## src/rtl/pbsid_defines.svh

```systemverilog
// offsets, field positions, fixed values and counts of the status/id block
`ifndef PBSID_DEFINES_SVH
`define PBSID_DEFINES_SVH
`define PBSID_REG_STATUS 5'h01
`define PBSID_REG_ID_HIGH 5'h02
`define PBSID_REG_ID_LOW 5'h03
`define PBSID_BIT_T4 15
`define PBSID_BIT_TXFD 14
`define PBSID_BIT_THD 11
`define PBSID_BIT_PRE 6
`define PBSID_BIT_ANC 5
`define PBSID_BIT_RF 4
`define PBSID_BIT_ANA 3
`define PBSID_BIT_LINK 2
`define PBSID_BIT_JAB 1
`define PBSID_BIT_EXT 0
`define PBSID_LAT_RF 0
`define PBSID_LAT_LINK 1
`define PBSID_LAT_JAB 2
`define PBSID_LAT_LOW_MASK 3'h2
`define PBSID_LAT_RESET 3'h0
`define PBSID_PREAMBLE_LAST 6'h1F
`define PBSID_OP_READ 2'h2
`define PBSID_OP_WRITE 2'h1
`define PBSID_ADDR_LAST 4'h9
`define PBSID_DATA_LAST 4'hF
`define PBSID_ID_HIGH_DEF 16'h5A3C
`define PBSID_OUI_LOW_DEF 6'h2D
`define PBSID_MODEL_DEF 6'h11
`define PBSID_REV_DEF 4'h7
`endif

```

## src/rtl/pbsid_pkg.sv

```systemverilog
// types shared by the status/id block
package pbsid_pkg;
	typedef logic [4:0] pbsid_addr_t;
	typedef logic [15:0] pbsid_word_t;
	typedef enum logic [2:0] {
		st_hunt, st_start, st_op, st_addr, st_ta, st_data
	} pbsid_state_t;
endpackage : pbsid_pkg

```

## src/rtl/pbsid_if.sv

```systemverilog
// link between the frame engine and the latched status holder
`timescale 1ns/10ps
interface pbsid_if;
	logic [2:0] evt;
	logic clr;
	logic wipe;
	logic [2:0] shown;
	modport owner(output evt, output clr, output wipe, input shown);
	modport holder(input evt, input clr, input wipe, output shown);
endinterface : pbsid_if

```

## src/rtl/pbsid_latch.sv

```systemverilog
// latched-high and latched-low status bits, cleared by a status read
`timescale 1ns/10ps
`include "pbsid_defines.svh"
module pbsid_latch #(
	parameter int N = 3,
	parameter logic [N-1:0] LOW_MASK = `PBSID_LAT_LOW_MASK
) (
	input wire logic clk_sys_in,
	input wire logic rst_n_in,
	pbsid_if.holder lat
);
	logic [N-1:0] held;
	logic [N-1:0] next_held;
	logic [N-1:0] capture;

	// per bit: catch the event level, keep it until read; set beats clear
	genvar i;
	for (i = 0; i < N; i++) begin : g_bit
		assign capture[i] = LOW_MASK[i] ? !lat.evt[i] : lat.evt[i];
		assign next_held[i] = !lat.wipe &&
			(capture[i] || (held[i] && !lat.clr));
		assign lat.shown[i] = LOW_MASK[i] ? (lat.evt[i] && !held[i])
			: (lat.evt[i] || held[i]);
	end

	// register the held flags
	always_ff @(posedge clk_sys_in) begin
		if (!rst_n_in) begin
			held <= `PBSID_LAT_RESET;
		end else begin
			held <= next_held;
		end
	end
endmodule : pbsid_latch

```

## src/rtl/pbsid_top.sv

```systemverilog
// serial management slave serving the status and identifier registers
`timescale 1ns/10ps
`include "pbsid_defines.svh"
// What this block does
// - status bit 15 always reads zero
// - status bits 14 to 11 read zero
// - preamble suppression reported; 32 ones resynchronise
// - remote fault latches high until read
// - link bit live, loss latched until read
// - jabber latches high until read
// - auto-negotiation ability bit reads zero
// - extended capability bit reads one
// - first identifier returns fixed sixteen bits
// - second identifier packs oui, model, revision
// - latched-high bits clear to live on read
// - latched-low bits clear to live on read
module pbsid_top #(
	parameter logic [15:0] ID_HIGH = `PBSID_ID_HIGH_DEF, // arbitrary value
	parameter logic [5:0] OUI_LOW = `PBSID_OUI_LOW_DEF, // arbitrary value
	parameter logic [5:0] MODEL = `PBSID_MODEL_DEF, // arbitrary value
	parameter logic [3:0] REV = `PBSID_REV_DEF // arbitrary value
) (
	input wire logic clk_sys_in,
	input wire logic rst_n_in,
	input wire logic soft_rst_in,
	input wire pbsid_pkg::pbsid_addr_t phy_addr_in,
	input wire logic mdc_in,
	input wire logic mdio_in,
	output logic mdio_out,
	output logic mdio_oe_out,
	input wire logic link_up_in,
	input wire logic remote_fault_in,
	input wire logic jabber_in
);
	import pbsid_pkg::*;

	logic mdc_s1, mdc_s2, mdc_s3;
	logic mdio_s1, mdio_s2;
	pbsid_addr_t strap_s1, strap_s2, phy_addr;
	logic [1:0] strap_age;
	pbsid_state_t state, next_state;
	logic [3:0] cnt, next_cnt;
	logic [5:0] ones, next_ones;
	logic synced, next_synced;
	logic [1:0] op, next_op;
	logic [8:0] addr, next_addr;
	pbsid_word_t shadow, next_shadow;
	logic next_out, next_oe;
	logic clr, next_clr;
	logic rise, bit_in, load;
	pbsid_addr_t regad_now;
	pbsid_if lat_if();

	// read value of one register, unmapped offsets read as zero
	function automatic pbsid_word_t read_word(input pbsid_addr_t ra,
			input logic [2:0] sh);
		pbsid_word_t w;
		w = 16'h0000;
		case (ra)
			`PBSID_REG_STATUS: begin
				w[`PBSID_BIT_PRE] = 1'b1;
				w[`PBSID_BIT_ANC] = 1'b1;
				w[`PBSID_BIT_RF] = sh[`PBSID_LAT_RF];
				w[`PBSID_BIT_LINK] = sh[`PBSID_LAT_LINK];
				w[`PBSID_BIT_JAB] = sh[`PBSID_LAT_JAB];
				w[`PBSID_BIT_EXT] = 1'b1;
			end
			`PBSID_REG_ID_HIGH: w = ID_HIGH;
			`PBSID_REG_ID_LOW: w = {OUI_LOW, MODEL, REV};
			default: w = 16'h0000;
		endcase
		return w;
	endfunction : read_word

	// pin synchronisers and strap capture after reset release
	always_ff @(posedge clk_sys_in) begin
		if (!rst_n_in) begin
			mdc_s1 <= 1'b0;
			mdc_s2 <= 1'b0;
			mdc_s3 <= 1'b0;
			mdio_s1 <= 1'b1;
			mdio_s2 <= 1'b1;
			strap_s1 <= 5'h00;
			strap_s2 <= 5'h00;
			phy_addr <= 5'h00;
			strap_age <= 2'h0;
		end else begin
			mdc_s1 <= mdc_in;
			mdc_s2 <= mdc_s1;
			mdc_s3 <= mdc_s2;
			mdio_s1 <= mdio_in;
			mdio_s2 <= mdio_s1;
			strap_s1 <= phy_addr_in;
			strap_s2 <= strap_s1;
			// take the strap once the second stage holds the pin value
			phy_addr <= (strap_age == 2'h2) ? strap_s2 : phy_addr;
			strap_age <= (strap_age == 2'h3) ? strap_age : strap_age + 2'h1;
		end
	end

	// status events and read-clear toward the latch holder
	assign rise = mdc_s2 && !mdc_s3;
	assign bit_in = mdio_s2;
	assign regad_now = {addr[3:0], bit_in};
	assign load = rise && state == st_addr && cnt == `PBSID_ADDR_LAST &&
		op == `PBSID_OP_READ && addr[8:4] == phy_addr;
	assign lat_if.evt[`PBSID_LAT_RF] = remote_fault_in;
	assign lat_if.evt[`PBSID_LAT_LINK] = link_up_in;
	assign lat_if.evt[`PBSID_LAT_JAB] = jabber_in;
	assign lat_if.clr = clr;
	assign lat_if.wipe = soft_rst_in;

	pbsid_latch #(
		.N(3),
		.LOW_MASK(`PBSID_LAT_LOW_MASK)
	) u_latch (
		.clk_sys_in(clk_sys_in),
		.rst_n_in(rst_n_in),
		.lat(lat_if.holder)
	);

	// frame engine: preamble hunt, start, opcode, address, turnaround, data
	always_comb begin
		logic bad;
		bad = 1'b0;
		next_state = state;
		next_cnt = cnt;
		next_ones = ones;
		next_synced = synced;
		next_op = op;
		next_addr = addr;
		next_shadow = shadow;
		next_out = mdio_out;
		next_oe = mdio_oe_out;
		next_clr = 1'b0;
		if (rise) begin
			unique case (state)
				st_hunt: begin
					if (bit_in) begin
						if (ones == `PBSID_PREAMBLE_LAST) begin
							next_synced = 1'b1;
						end else begin
							next_ones = ones + 6'h01;
						end
					end else if (synced) begin
						next_state = st_start;
					end else begin
						next_ones = 6'h00;
					end
				end
				st_start: begin
					next_state = bit_in ? st_op : st_hunt;
					next_cnt = 4'h0;
				end
				st_op: begin
					next_op = {op[0], bit_in};
					if (cnt == 4'h0) begin
						next_cnt = 4'h1;
					end else if (op[0] != bit_in) begin
						next_state = st_addr;
						next_cnt = 4'h0;
					end else begin
						bad = 1'b1;
					end
				end
				st_addr: begin
					// last bit stays out so addr[8:4] keeps the phy address
					if (cnt == `PBSID_ADDR_LAST) begin
						next_state = st_ta;
						next_cnt = 4'h0;
						if (load) begin
							next_shadow = read_word(regad_now, lat_if.shown);
							next_clr = regad_now == `PBSID_REG_STATUS;
						end
					end else begin
						next_addr = {addr[7:0], bit_in};
						next_cnt = cnt + 4'h1;
					end
				end
				st_ta: begin
					if (cnt == 4'h0) begin
						next_cnt = 4'h1;
						if (op == `PBSID_OP_READ) begin
							next_oe = addr[8:4] == phy_addr;
							next_out = 1'b0;
						end else if (!bit_in) begin
							bad = 1'b1;
						end
					end else begin
						next_cnt = 4'h0;
						next_state = st_data;
						if (op == `PBSID_OP_READ) begin
							next_out = shadow[15];
							next_shadow = {shadow[14:0], 1'b0};
						end else if (bit_in) begin
							bad = 1'b1;
						end
					end
				end
				st_data: begin
					// write data is taken and dropped: nothing here is writable
					if (op == `PBSID_OP_READ) begin
						next_out = shadow[15];
						next_shadow = {shadow[14:0], 1'b0};
					end
					if (cnt == `PBSID_DATA_LAST) begin
						next_oe = 1'b0;
						next_out = 1'b0;
						next_state = st_hunt;
						next_ones = 6'h00;
					end else begin
						next_cnt = cnt + 4'h1;
					end
				end
			endcase
			if (bad) begin
				next_state = st_hunt;
				next_synced = 1'b0;
				next_ones = 6'h00;
			end
		end
	end

	// register the frame engine
	always_ff @(posedge clk_sys_in) begin
		if (!rst_n_in) begin
			state <= st_hunt;
			cnt <= 4'h0;
			ones <= 6'h00;
			synced <= 1'b0;
			op <= 2'h0;
			addr <= 9'h000;
			shadow <= 16'h0000;
			mdio_out <= 1'b0;
			mdio_oe_out <= 1'b0;
			clr <= 1'b0;
		end else begin
			state <= next_state;
			cnt <= next_cnt;
			ones <= next_ones;
			synced <= next_synced;
			op <= next_op;
			addr <= next_addr;
			shadow <= next_shadow;
			mdio_out <= next_out;
			mdio_oe_out <= next_oe;
			clr <= next_clr;
		end
	end
endmodule : pbsid_top

```

## config.mk

```make
export PLATFORM = sky130hd
export DESIGN_NAME = pbsid_top
export DESIGN_NICKNAME = d
export VERILOG_FILES = /design/src/rtl/pbsid_pkg.sv /design/src/rtl/pbsid_if.sv /design/src/rtl/pbsid_latch.sv /design/src/rtl/pbsid_top.sv
export VERILOG_INCLUDE_DIRS = /design/src /design/src/rtl
export SDC_FILE = /design/constraint.sdc
export NUM_CORES = 1
export LEC_CHECK = 0
export BUFFER_PORTS_ARGS = -buffer_cell sky130_fd_sc_hd__buf_4
export CAP_MARGIN = 10
export CELL_PAD_IN_SITES_DETAIL_PLACEMENT = 0
export CELL_PAD_IN_SITES_GLOBAL_PLACEMENT = 1
export CORE_MARGIN = 2
export CORE_UTILIZATION = 26
export CTS_BUF_LIST = sky130_fd_sc_hd__clkbuf_4
export CTS_CLUSTER_DIAMETER = 100
export DETAILED_ROUTE_END_ITERATION = 10
export PLACE_DENSITY_LB_ADDON = 0.12
export SETUP_SLACK_MARGIN = 0.3
export SYNTH_ARGS = -nofsm -noshare
export SYNTH_HDL_FRONTEND = slang
export SYNTH_SLANG_ARGS = --single-unit
```

## constraint.sdc

```tcl
create_clock -name clk_sys_in -period 4.9 [get_ports clk_sys_in]
set_input_delay 0.49 -clock clk_sys_in [delete_from_list [all_inputs] [get_ports clk_sys_in]]
set_output_delay 0.49 -clock clk_sys_in [all_outputs]
set_load 0.05 [all_outputs]
```

==> results.toml, run 1 <==
[final_layout]
finalNetCount = 391
antenna_cells = 0
sequential_cell_area_um2 = 1380
count_of_placed_standard_cells_in_the_final_layout_fillers_left_out = 524
drive_above_1_share = 0.0955
final_core_utilization = 0.298
multiInputGateArea_um2 = 1670
fillerInstances = 1298
area_growth_pct = 12.1

[sta]
final.setup.tns_ps = 0
worst_slew_slack_as_a_fraction_of_its_limit = 0.291
rsz0062_at_grt = "false"
fin_skew_ps = 7.44
setup_violations = 0
fin_crit_sh = 0.558
achievable-frequency_mhz = 365
final.min_clock_period_ps = 2740
timing.final.hold_violations = 0
worstMarginPinSlew_ps = 1060
report.final.slew_viol_count = 0

[global_routing]
track_usage = 0.119
antenna_violations_before_repair = 0
global_route_wire_length_before_repair_mm = 12.1
grt_overflow = 0
largest_net_degree_at_the_start_of_global_routing = 72
vias_in_the_first_global_route = 2422

[clock_tree]
clk_pin_slew_worst_paths_ps = 120
clk_path_buf_depth = 2
clock-root-buffer = "sky130_fd_sc_hd__clkbuf_4"
clk-insertion-delay-late_ps = 450
post-cts-setup-buffer-count = 0
cts_inserted_buffers = 9
ctsHoldBuffers = 0
tritoncts = "done"
clock-sinks = 69
cts_htree_levels = 3
post_cts.resized_instances = 0

[power]
seqPwrFrac = 0.522
switchingPower_uw = 256
power.share.clock = 0.425
net_switching_share_of_the_total_power = 0.230
max-vdd-ir-drop_v = 0.000187
pwr_density_cell_nw_per_um2 = 312
pwr-share-comb = 0.053
p_leak_uw = 0.00131
power_report.internal_total_uw = 857

[setup_path]
worst_ep_required_time_ps = 5250
biggest_cell_delay_along_the_critical_path_ps = 830
timing.critical_path.to_type = "register"
critical_path.startpoint_type = "register"
cp_cell_sequence = "inv_1 -> ha_1 -> or3b_1 -> o211ai_1 -> or2_1 -> o31a_1 -> a31o_1 -> a21boi_1"
critical_path_class = "register to register"
worst_path_max_delay_cell = "sky130_fd_sc_hd__o31a_1"
worst_ep_arrival_time_ps = 3080
worstPathMaxFanout = 31

[route]
initialDrtViolationCount = 109
avgViaCountPerCell = 4.74
ant_nets_after_route = 0
route.detailed.drc = 0
wl_per_cell_um = 13.4
postRouteWirelength_mm = 7.00
routed-via-count = 2482
drt_pre_antenna_iters = 4

[synthesis]
synth.top_cell.area_share = 0.434
synth_top_flop_cell = "sky130_fd_sc_hd__dfxtp_1"
synth-compound-area-share = 0.172
synth.lib_cells_used.distinct = 56
synth-simple-area-share = 0.255
synth_cells = 367
synth_most_common_cell = "sky130_fd_sc_hd__dfxtp_1"
synth.top_cells.by_count = "sky130_fd_sc_hd__dfxtp_1 (69), sky130_fd_sc_hd__nand2_1 (31), sky130_fd_sc_hd__and2_1 (24)"
ys.warnings.count = 0
netlist_area_um2 = 3180
synth_seq_area_share = 0.434
async_reset_ff_frac = 0
fraction_of_synthesized_area_in_multiplexers = 0.0472
synthAdderAreaFrac = 0.0236
yosys.area_share.xor_xnor = 0.0275
dominant_combinational_cell_family_by_area_after_synthesis = "simple AND/OR/NAND/NOR gates"
synth_edf_count = 0
synthesis.nets = 386
synth_seq_cells = 69
mapped_avg_cell_area_um2 = 8.66
yosys-top-cells-area = "sky130_fd_sc_hd__dfxtp_1 (43%), sky130_fd_sc_hd__and2_1 (4.7%), sky130_fd_sc_hd__mux2i_1 (4.7%), sky130_fd_sc_hd__nor2b_1 (3.9%), sky130_fd_sc_hd__nand2_1 (3.7%)"
synthDominantAreaCellType = "sky130_fd_sc_hd__dfxtp_1"

[floorplanning]
die_area_um2 = 13100
cell_row_count = 40
fp.coreArea_um2 = 12000
initial_core_util = 0.266
chipHeight_um = 115
die_width_um = 115
ioPinCount = 15

[hold_path]
hold_path_class = "input pin to register"

[placement]
post-dp-hpwl_mm = 4.60
globalplace.congestion = 0.727
place.detailed.instances = 508
io_buffers = 14

[outcome]
status = "finished, final reports clean"

[run]
maximum_capacitance_violations = 0
[final timing paths]
check / startpoint / end / slack, ps / cells past startpoint
worst min register to register: mdio_s1 / bit_in / 420 / 1
worst min-delay path: link_up_in / u_latch.held[1] / 200 / 2
worst max register to register: cnt[0] / shadow[4] / 2160 / 8
worst max-delay path: cnt[0] / shadow[4] / 2160 / 8
[power groups by stage]
stage,clock [uW],sequential [uW],combinational (uW)
final,472,581,59.5
after detailed placement,0,594,61.2
after global routing,516,583,68.2
after floorplan,0,591,44.1
after CTS,497,581,61.6
after global placement,0,594,60.8
[registers in the layout (all words and copies together), names as in the netlist, 2 cells and up]
name and cells:
addr 9, cnt 4, ones 6, op 2, phy_addr 5, shadow 16
state 3, strap_age 2, strap_s1 5, strap_s2 5, u_latch.held 3
[cell usage in the layout, fill, tap and decap left out, types with 5 or more instances in the layout]
cell / count
sky130_fd_sc_hd__dfxtp_1: 69
sky130_fd_sc_hd__nand2_1: 31
sky130_fd_sc_hd__and2_1: 24
sky130_fd_sc_hd__nand3_1: 23
sky130_fd_sc_hd__nor2_1: 22
sky130_fd_sc_hd__o21ai_1: 22
sky130_fd_sc_hd__nor2b_1: 20
sky130_fd_sc_hd__mux2i_1: 15
sky130_fd_sc_hd__buf_4: 15
sky130_fd_sc_hd__o21ai_0: 14
sky130_fd_sc_hd__a21oi_1: 12
sky130_fd_sc_hd__clkbuf_4: 9
sky130_fd_sc_hd__inv_1: 8
sky130_fd_sc_hd__nand2b_1: 8
sky130_fd_sc_hd__nor3_1: 8
sky130_fd_sc_hd__ha_1: 6
sky130_fd_sc_hd__xor2_1: 5
sky130_fd_sc_hd__xnor2_1: 5
[per-layer routing]
layer  track usage  vias to the layer above  part of all wire
li1              -                     1290                 -
met1         0.150                     1155              0.50
met2         0.179                       26              0.44
met3        0.0471                       11             0.039
met4        0.0512                        0             0.020
met5             0                        -                 0
[logic make-up (layout without fill, tap and decap cells)]
logic type	count (synthesis)	in the layout
adder cells (fa/ha/maj)	6	6
AO/OA/AOI/OAI	84	84
buffers and inverters	30	40
multiplexers	15	15
AND/OR/NAND/NOR	153	153
flip-flops	69	69
XOR/XNOR	10	10
[worst max-delay path: cells and delay by family, from the launching register on]
kind                     cells  cell delay (ps)
AO/OA/AOI/OAI                4             1360
adder cells (fa/ha/maj)      1              140
buffers and inverters        1              100
AND/OR/NAND/NOR              2              680
flip-flops                   1              350
[metrics by stage]
step | setup WS (ps) | instance area, um2 | hold WS [ps] | power, uW
3_3_place_gp | 2210 | 3380 | 389 | 654
2_1_floorplan | 2920 | 3180 | 386 | 635
6_report | 2160 | 3560 | 204 | 1110
4_1_cts | 2130 | 3560 | 162 | 1140
5_1_grt | 1760 | 3560 | 162 | 1170
3_5_place_dp | 2150 | 3380 | 395 | 655
[layout make-up]
type,instances,area share
clock buffer,9,0.0190
clock inverter,7,0.0319
inverter,9,0.00948
multi-input combinational,268,0.469
sequential,69,0.388
tap,147,0.0516
timing repair buffer,15,0.0316
(Power assumes the default switching activity.)
==> run 2, diff against run 1 <==
==> constraint.sdc (replaced) <==
create_clock -name clk_sys_in -period 2.8 [get_ports clk_sys_in]
set_input_delay 0.28 -clock clk_sys_in [delete_from_list [all_inputs] [get_ports clk_sys_in]]
set_output_delay 0.28 -clock clk_sys_in [all_outputs]
set_load 0.05 [all_outputs]
==> run 2 against run 1 <==
Via count grew 2.7%. Clock power grew 56%. Routed wire length grew 3.8%. Maximum frequency grew 25%. Count of clock-buffer cells in the layout is the same. Global-route usage grew 0.26 points. Final cell count grew 2.3%. Die area is the same. Combinational power grew 90%. Non-clock buffer count grew 11. Total power grew 68%. Critical endpoint is now ones[1]. Largest cell class unchanged. Largest power group unchanged.
==> results.toml, run 2 (synthesis results as in run 1) <==
[outcome]
status = "finished, final reports clean"

[sta]
report.final.slew_viol_count = 0
worst_slew_slack_as_a_fraction_of_its_limit = 0.563
layout_setup_ws_ps = 611
final.min_clock_period_ps = 2190
timing.final.hold_violations = 0
worstMarginPinSlew_ps = 654
achievable-frequency_mhz = 457
setup_violations = 0
final.setup.tns_ps = 0
rsz0062_at_grt = "false"
fin_crit_sh = 0.782
fin_skew_ps = 13.6

[floorplanning]
fp.coreArea_um2 = 12000
initial_core_util = 0.266
ioPinCount = 15
cell_row_count = 40
die_area_um2 = 13100
chipHeight_um = 115
die_width_um = 115

[placement]
post-place-ws_ps = 429
post-dp-hpwl_mm = 4.76
globalplace.congestion = 0.751
io_buffers = 14

[run]
maximum_capacitance_violations = 0

[final_layout]
area_growth_pct = 14.9
mostFrequentLayoutCell = "sky130_fd_sc_hd__dfxtp_1"
sequential_cell_area_um2 = 1380
multiInputGateArea_um2 = 1680
fillerInstances = 1269
reg.largest.list = "shadow x16, addr x9, ones x6"
regMostFlops = "shadow"
drive_above_1_share = 0.111
final_core_utilization = 0.305
final_cell_mix = "sky130_fd_sc_hd__dfxtp_1 (69), sky130_fd_sc_hd__nand2_1 (31), sky130_fd_sc_hd__and2_1 (24), sky130_fd_sc_hd__nand3_1 (23)"
finalNetCount = 402
largest_reg_flops = 16

[power]
p_leak_uw = 0.00135
totalPowerFinal_uw = 1870
max-vdd-ir-drop_v = 0.000190
seqPwrFrac = 0.545
power_report.internal_total_uw = 1420
net_switching_share_of_the_total_power = 0.241
switchingPower_uw = 449
power.share.clock = 0.394
pwr_density_cell_nw_per_um2 = 511
pwr-share-comb = 0.061

[setup_path]
critical_path_class = "register to register"
reg2reg_setup_slack_ps = 610
worst_ep_arrival_time_ps = 2520
worst_ep_required_time_ps = 3140
critical_path.startpoint_type = "register"
timing.critical_path.to_type = "register"
worstPathMaxFanout = 12

[clock_tree]
clock-root-buffer = "sky130_fd_sc_hd__clkbuf_4"
clk_path_buf_depth = 2
tritoncts = "done"
clk-insertion-delay-late_ps = 440
cts_htree_levels = 3
post-cts-setup-buffer-count = 0
cts_inserted_buffers = 9
clk_pin_slew_worst_paths_ps = 110
clock-sinks = 69

[route]
initialDrtViolationCount = 103
drt_pre_antenna_iters = 5
routed-via-count = 2548
wl_per_cell_um = 13.6
postRouteWirelength_mm = 7.27
avgViaCountPerCell = 4.75
ant_nets_after_route = 0
route.detailed.drc = 0

[hold_path]
hold_path_class = "input pin to register"

[global_routing]
grt_overflow = 0
vias_in_the_first_global_route = 2469
track_usage = 0.121
global_route_wire_length_before_repair_mm = 12.2
antenna_violations_before_repair = 1
largest_net_degree_at_the_start_of_global_routing = 37
[run 2: cell count changes in the layout (fill, tap and decap cells not counted), sizes merged]
cell         delta
buf             +4
clkinv          +1
bufinv          -1
diode           +1
dlygate4sd3     +7
[run 2: metal layers]
layer,wire length [um],track usage,vias up
met4,225,0.0732,0
met3,209,0.0371,16
met2,3190,0.180,36
met5,0,0,-
li1,-,-,1312
met1,3650,0.154,1184
[run 2: layout make-up]
class,instances,area share
repair buffers,26,0.0582
multi-input cells,268,0.460
inverters,9,0.00925
diodes,1,0.000685
clock buffers,9,0.0185
flip-flops and latches,69,0.378
clock inverters,7,0.0247
well taps,147,0.0504
[run 2: stage by stage]
stage,cells,area [um2],hold slack [ps]
floorplan,367,3180,372
global placement,512,3410,393
detailed placement,512,3410,398
CTS,535,3640,10.2
global route,536,3650,8.20
finish,536,3650,58.1
[run 2: critical path: stages, from the launching register on]
cell                       delay, ps
sky130_fd_sc_hd__dfxtp_1         360
sky130_fd_sc_hd__inv_1           100
sky130_fd_sc_hd__ha_1            140
sky130_fd_sc_hd__or3b_4          460
sky130_fd_sc_hd__nor4_2          310
sky130_fd_sc_hd__a221oi_1         90
sky130_fd_sc_hd__o31a_1          390
sky130_fd_sc_hd__a22o_1          260
[run 2: power groups by stage]
stage | combinational (uW) | sequential [uW] | clock (uW)
after floorplan | 77.1 | 1030 | 0
final | 113 | 1020 | 735
after global routing | 130 | 1020 | 821
after CTS | 116 | 1020 | 781
after detailed placement | 107 | 1040 | 0
after global placement | 107 | 1040 | 0
[run 2: worst paths after layout]
check	start	to	depth (start not counted)
max	cnt[0]	ones[1]	7
min	phy_addr_in[3]	strap_s1[3]	2
max reg2reg	cnt[0]	ones[1]	7
min reg2reg	mdio_s1	bit_in	1
[run 2: repair_timing]
item / CTS / global route
endpoints found under the hold margin: 7 / 0
endpoints found under the setup margin: 0 / 6
gates resized for setup: 0 / 2
hold buffers: 7 / 0
==> run 3, diff against run 2 <==
--- a/config.mk
+++ b/config.mk
@@ -6,6 +6,7 @@
 export SDC_FILE = /design/constraint.sdc
 export NUM_CORES = 1
 export LEC_CHECK = 0
+export ABC_AREA = 1
 export BUFFER_PORTS_ARGS = -buffer_cell sky130_fd_sc_hd__buf_4
 export CAP_MARGIN = 10
 export CELL_PAD_IN_SITES_DETAIL_PLACEMENT = 0
==> constraint.sdc (replaced) <==
create_clock -name clk_sys_in -period 2.3 [get_ports clk_sys_in]
set_input_delay 0.23 -clock clk_sys_in [delete_from_list [all_inputs] [get_ports clk_sys_in]]
set_output_delay 0.23 -clock clk_sys_in [all_outputs]
set_load 0.05 [all_outputs]
==> run 3 against run 2 <==
First-iteration DRC count up 77%. Sequential cell count is the same. Design area rose by 7.5%.
==> results.toml, run 3 <==
[setup_path]
worst_ep_required_time_ps = 2650
critical_path_class = "register to register"
cp_cell_sequence = "ha_1 -> nand2_1 -> nor2_2 -> nor2_4 -> nor2_1 -> o21ai_1 -> nor2_4 -> buf_12 -> nand3_1 -> nand2_1 -> nor2_1"
critical_path.startpoint_type = "register"
worst_path_max_delay_cell = "sky130_fd_sc_hd__dfxtp_1"
worst_ep_arrival_time_ps = 2170
worstPathMaxFanout = 32
biggest_cell_delay_along_the_critical_path_ps = 440
timing.critical_path.to_type = "register"

[global_routing]
grt_overflow = 0
vias_in_the_first_global_route = 2905
global_route_wire_length_before_repair_mm = 14.3
largest_net_degree_at_the_start_of_global_routing = 48
track_usage = 0.130
antenna_violations_before_repair = 0

[sta]
achievable-frequency_mhz = 551
final.min_clock_period_ps = 1820
report.final.slew_viol_count = 0
worstMarginPinSlew_ps = 511
worst_slew_slack_as_a_fraction_of_its_limit = 0.659
setup_violations = 0
final.setup.tns_ps = 0
fin_skew_ps = 13.5
timing.final.hold_violations = 0
fin_crit_sh = 0.789
rsz0062_at_grt = "false"

[placement]
globalplace.congestion = 0.747
post-dp-hpwl_mm = 5.54
io_buffers = 14
place.detailed.instances = 664

[floorplanning]
initial_core_util = 0.266
chipHeight_um = 117
die_width_um = 117
die_area_um2 = 13800
ioPinCount = 15
fp.coreArea_um2 = 12600
cell_row_count = 41

[final_layout]
antenna_cells = 0
reg.largest.list = "shadow x16, addr x9, ones x6"
drive_above_1_share = 0.112
fillerInstances = 1363
regMostFlops = "shadow"
final_core_utilization = 0.312
area_growth_pct = 17.4
largest_reg_flops = 16
finalNetCount = 532
count_of_placed_standard_cells_in_the_final_layout_fillers_left_out = 690
final_cell_mix = "sky130_fd_sc_hd__nand2_1 (112), sky130_fd_sc_hd__nor2_1 (69), sky130_fd_sc_hd__dfxtp_1 (69), sky130_fd_sc_hd__a21oi_1 (59), sky130_fd_sc_hd__inv_1 (45)"
mostFrequentLayoutCell = "sky130_fd_sc_hd__nand2_1"

[clock_tree]
clk_path_buf_depth = 2
clk_pin_slew_worst_paths_ps = 120
cts_inserted_buffers = 9
clock-root-buffer = "sky130_fd_sc_hd__clkbuf_4"
cts_htree_levels = 3
tritoncts = "done"
clk-insertion-delay-late_ps = 440
clock-sinks = 69

[power]
pwr_density_cell_nw_per_um2 = 603
max-vdd-ir-drop_v = 0.000214
p_leak_uw = 0.00166

[synthesis]
synth_seq_area_share = 0.413
synthesis.nets = 504
synth_top_flop_cell = "sky130_fd_sc_hd__dfxtp_1"
async_reset_ff_frac = 0
netlist_area_um2 = 3340
synth_edf_count = 0
synthDominantAreaCellType = "sky130_fd_sc_hd__dfxtp_1"
synth.top_cells.by_count = "sky130_fd_sc_hd__nand2_1 (112), sky130_fd_sc_hd__dfxtp_1 (69), sky130_fd_sc_hd__nor2_1 (69)"
ys.warnings.count = 0
mapped_avg_cell_area_um2 = 6.89
synth_seq_cells = 69
synth_cells = 485
synth_most_common_cell = "sky130_fd_sc_hd__nand2_1"
synth.lib_cells_used.distinct = 32
synth.top_cell.area_share = 0.413
yosys-top-cells-area = "sky130_fd_sc_hd__dfxtp_1 (41%), sky130_fd_sc_hd__nand2_1 (13%), sky130_fd_sc_hd__a21oi_1 (8.8%), sky130_fd_sc_hd__nor2_1 (7.7%), sky130_fd_sc_hd__nand3_1 (5.5%)"

[route]
wl_per_cell_um = 12.1
avgViaCountPerCell = 4.42
initialDrtViolationCount = 182
postRouteWirelength_mm = 8.37
drt_pre_antenna_iters = 4
route.detailed.drc = 0
routed-via-count = 3049
ant_nets_after_route = 0

[hold_path]
hold_path_class = "input pin to register"

[run]
maximum_capacitance_violations = 0

[outcome]
status = "finished, final reports clean"
[run 3: timing repair]
| action | CTS | global route |
|---|---|---|
| gates resized for setup | 0 | 1 |
| hold buffers | 10 | 0 |
| hold endpoints to repair | 10 | 0 |
| setup buffers | 0 | 0 |
| endpoints found under the setup margin | 0 | 16 |
[run 3: metrics by stage]
stage               worst slack (ps)  hold slack, ps  instance area (um2)  power (uW)
CTS                              408            15.2                 3920        2430
global route                     304            35.8                 3930        2500
detailed placement               446             395                 3660        1460
finish                           485            59.6                 3930        2370
global placement                 482             398                 3660        1460
floorplan                        740             323                 3340        1390
[run 3: area by class of cell]
type	instances	area [um2]	area share
well taps	172	215	0.0548
flip-flops and latches	69	1380	0.352
clock inverters	6	87.6	0.0223
inverters	48	180	0.0459
repair buffers	35	304	0.0774
multi-input cells	350	1680	0.429
clock buffers	10	75.1	0.0191
[run 3: worst max-delay path: cells and delay by family, from the launching register on]
| family | cells | cell delay [ps] |
|---|---|---|
| AOI/OAI and AO/OA | 1 | 120 |
| adders and majority gates | 1 | 180 |
| buffers and inverters | 1 | 180 |
| DFF | 1 | 440 |
| and+or+nand+nor | 8 | 790 |
[run 3: power breakdown]
part           internal (uW)  switching [uW]
Sequential              1230            20.2
Combinational           79.2             107
Clock                    450             476
Total                   1760             604
[run 3: final timing paths]
path	cells after the start	slack [ps]	start	endpoint
setup / recovery	11	480	cnt[0]	shadow[12]
hold reg to reg	2	420	strap_s1[1]	strap_s2[1]
hold / removal	3	60	soft_rst_in	u_latch.held[0]
setup reg to reg	11	480	cnt[0]	shadow[12]
[run 3: cells by family after synthesis]
group	count (synthesis)	share of synthesized area
AOI/OAI and AO/OA	87	0.136
xor gates and xnor gates	4	0.0105
adders and majority gates	6	0.0225
buffers and inverters	66	0.0835
DFF	69	0.413
and+or+nand+nor	253	0.334
[run 3: metal layers]
layer  track usage  part of all wire  up-vias
li1              -                 -     1623
met1         0.173              0.52     1372
met2         0.198              0.43       40
met3        0.0282             0.032       14
met4        0.0655             0.020        0
met5             0                 0        -
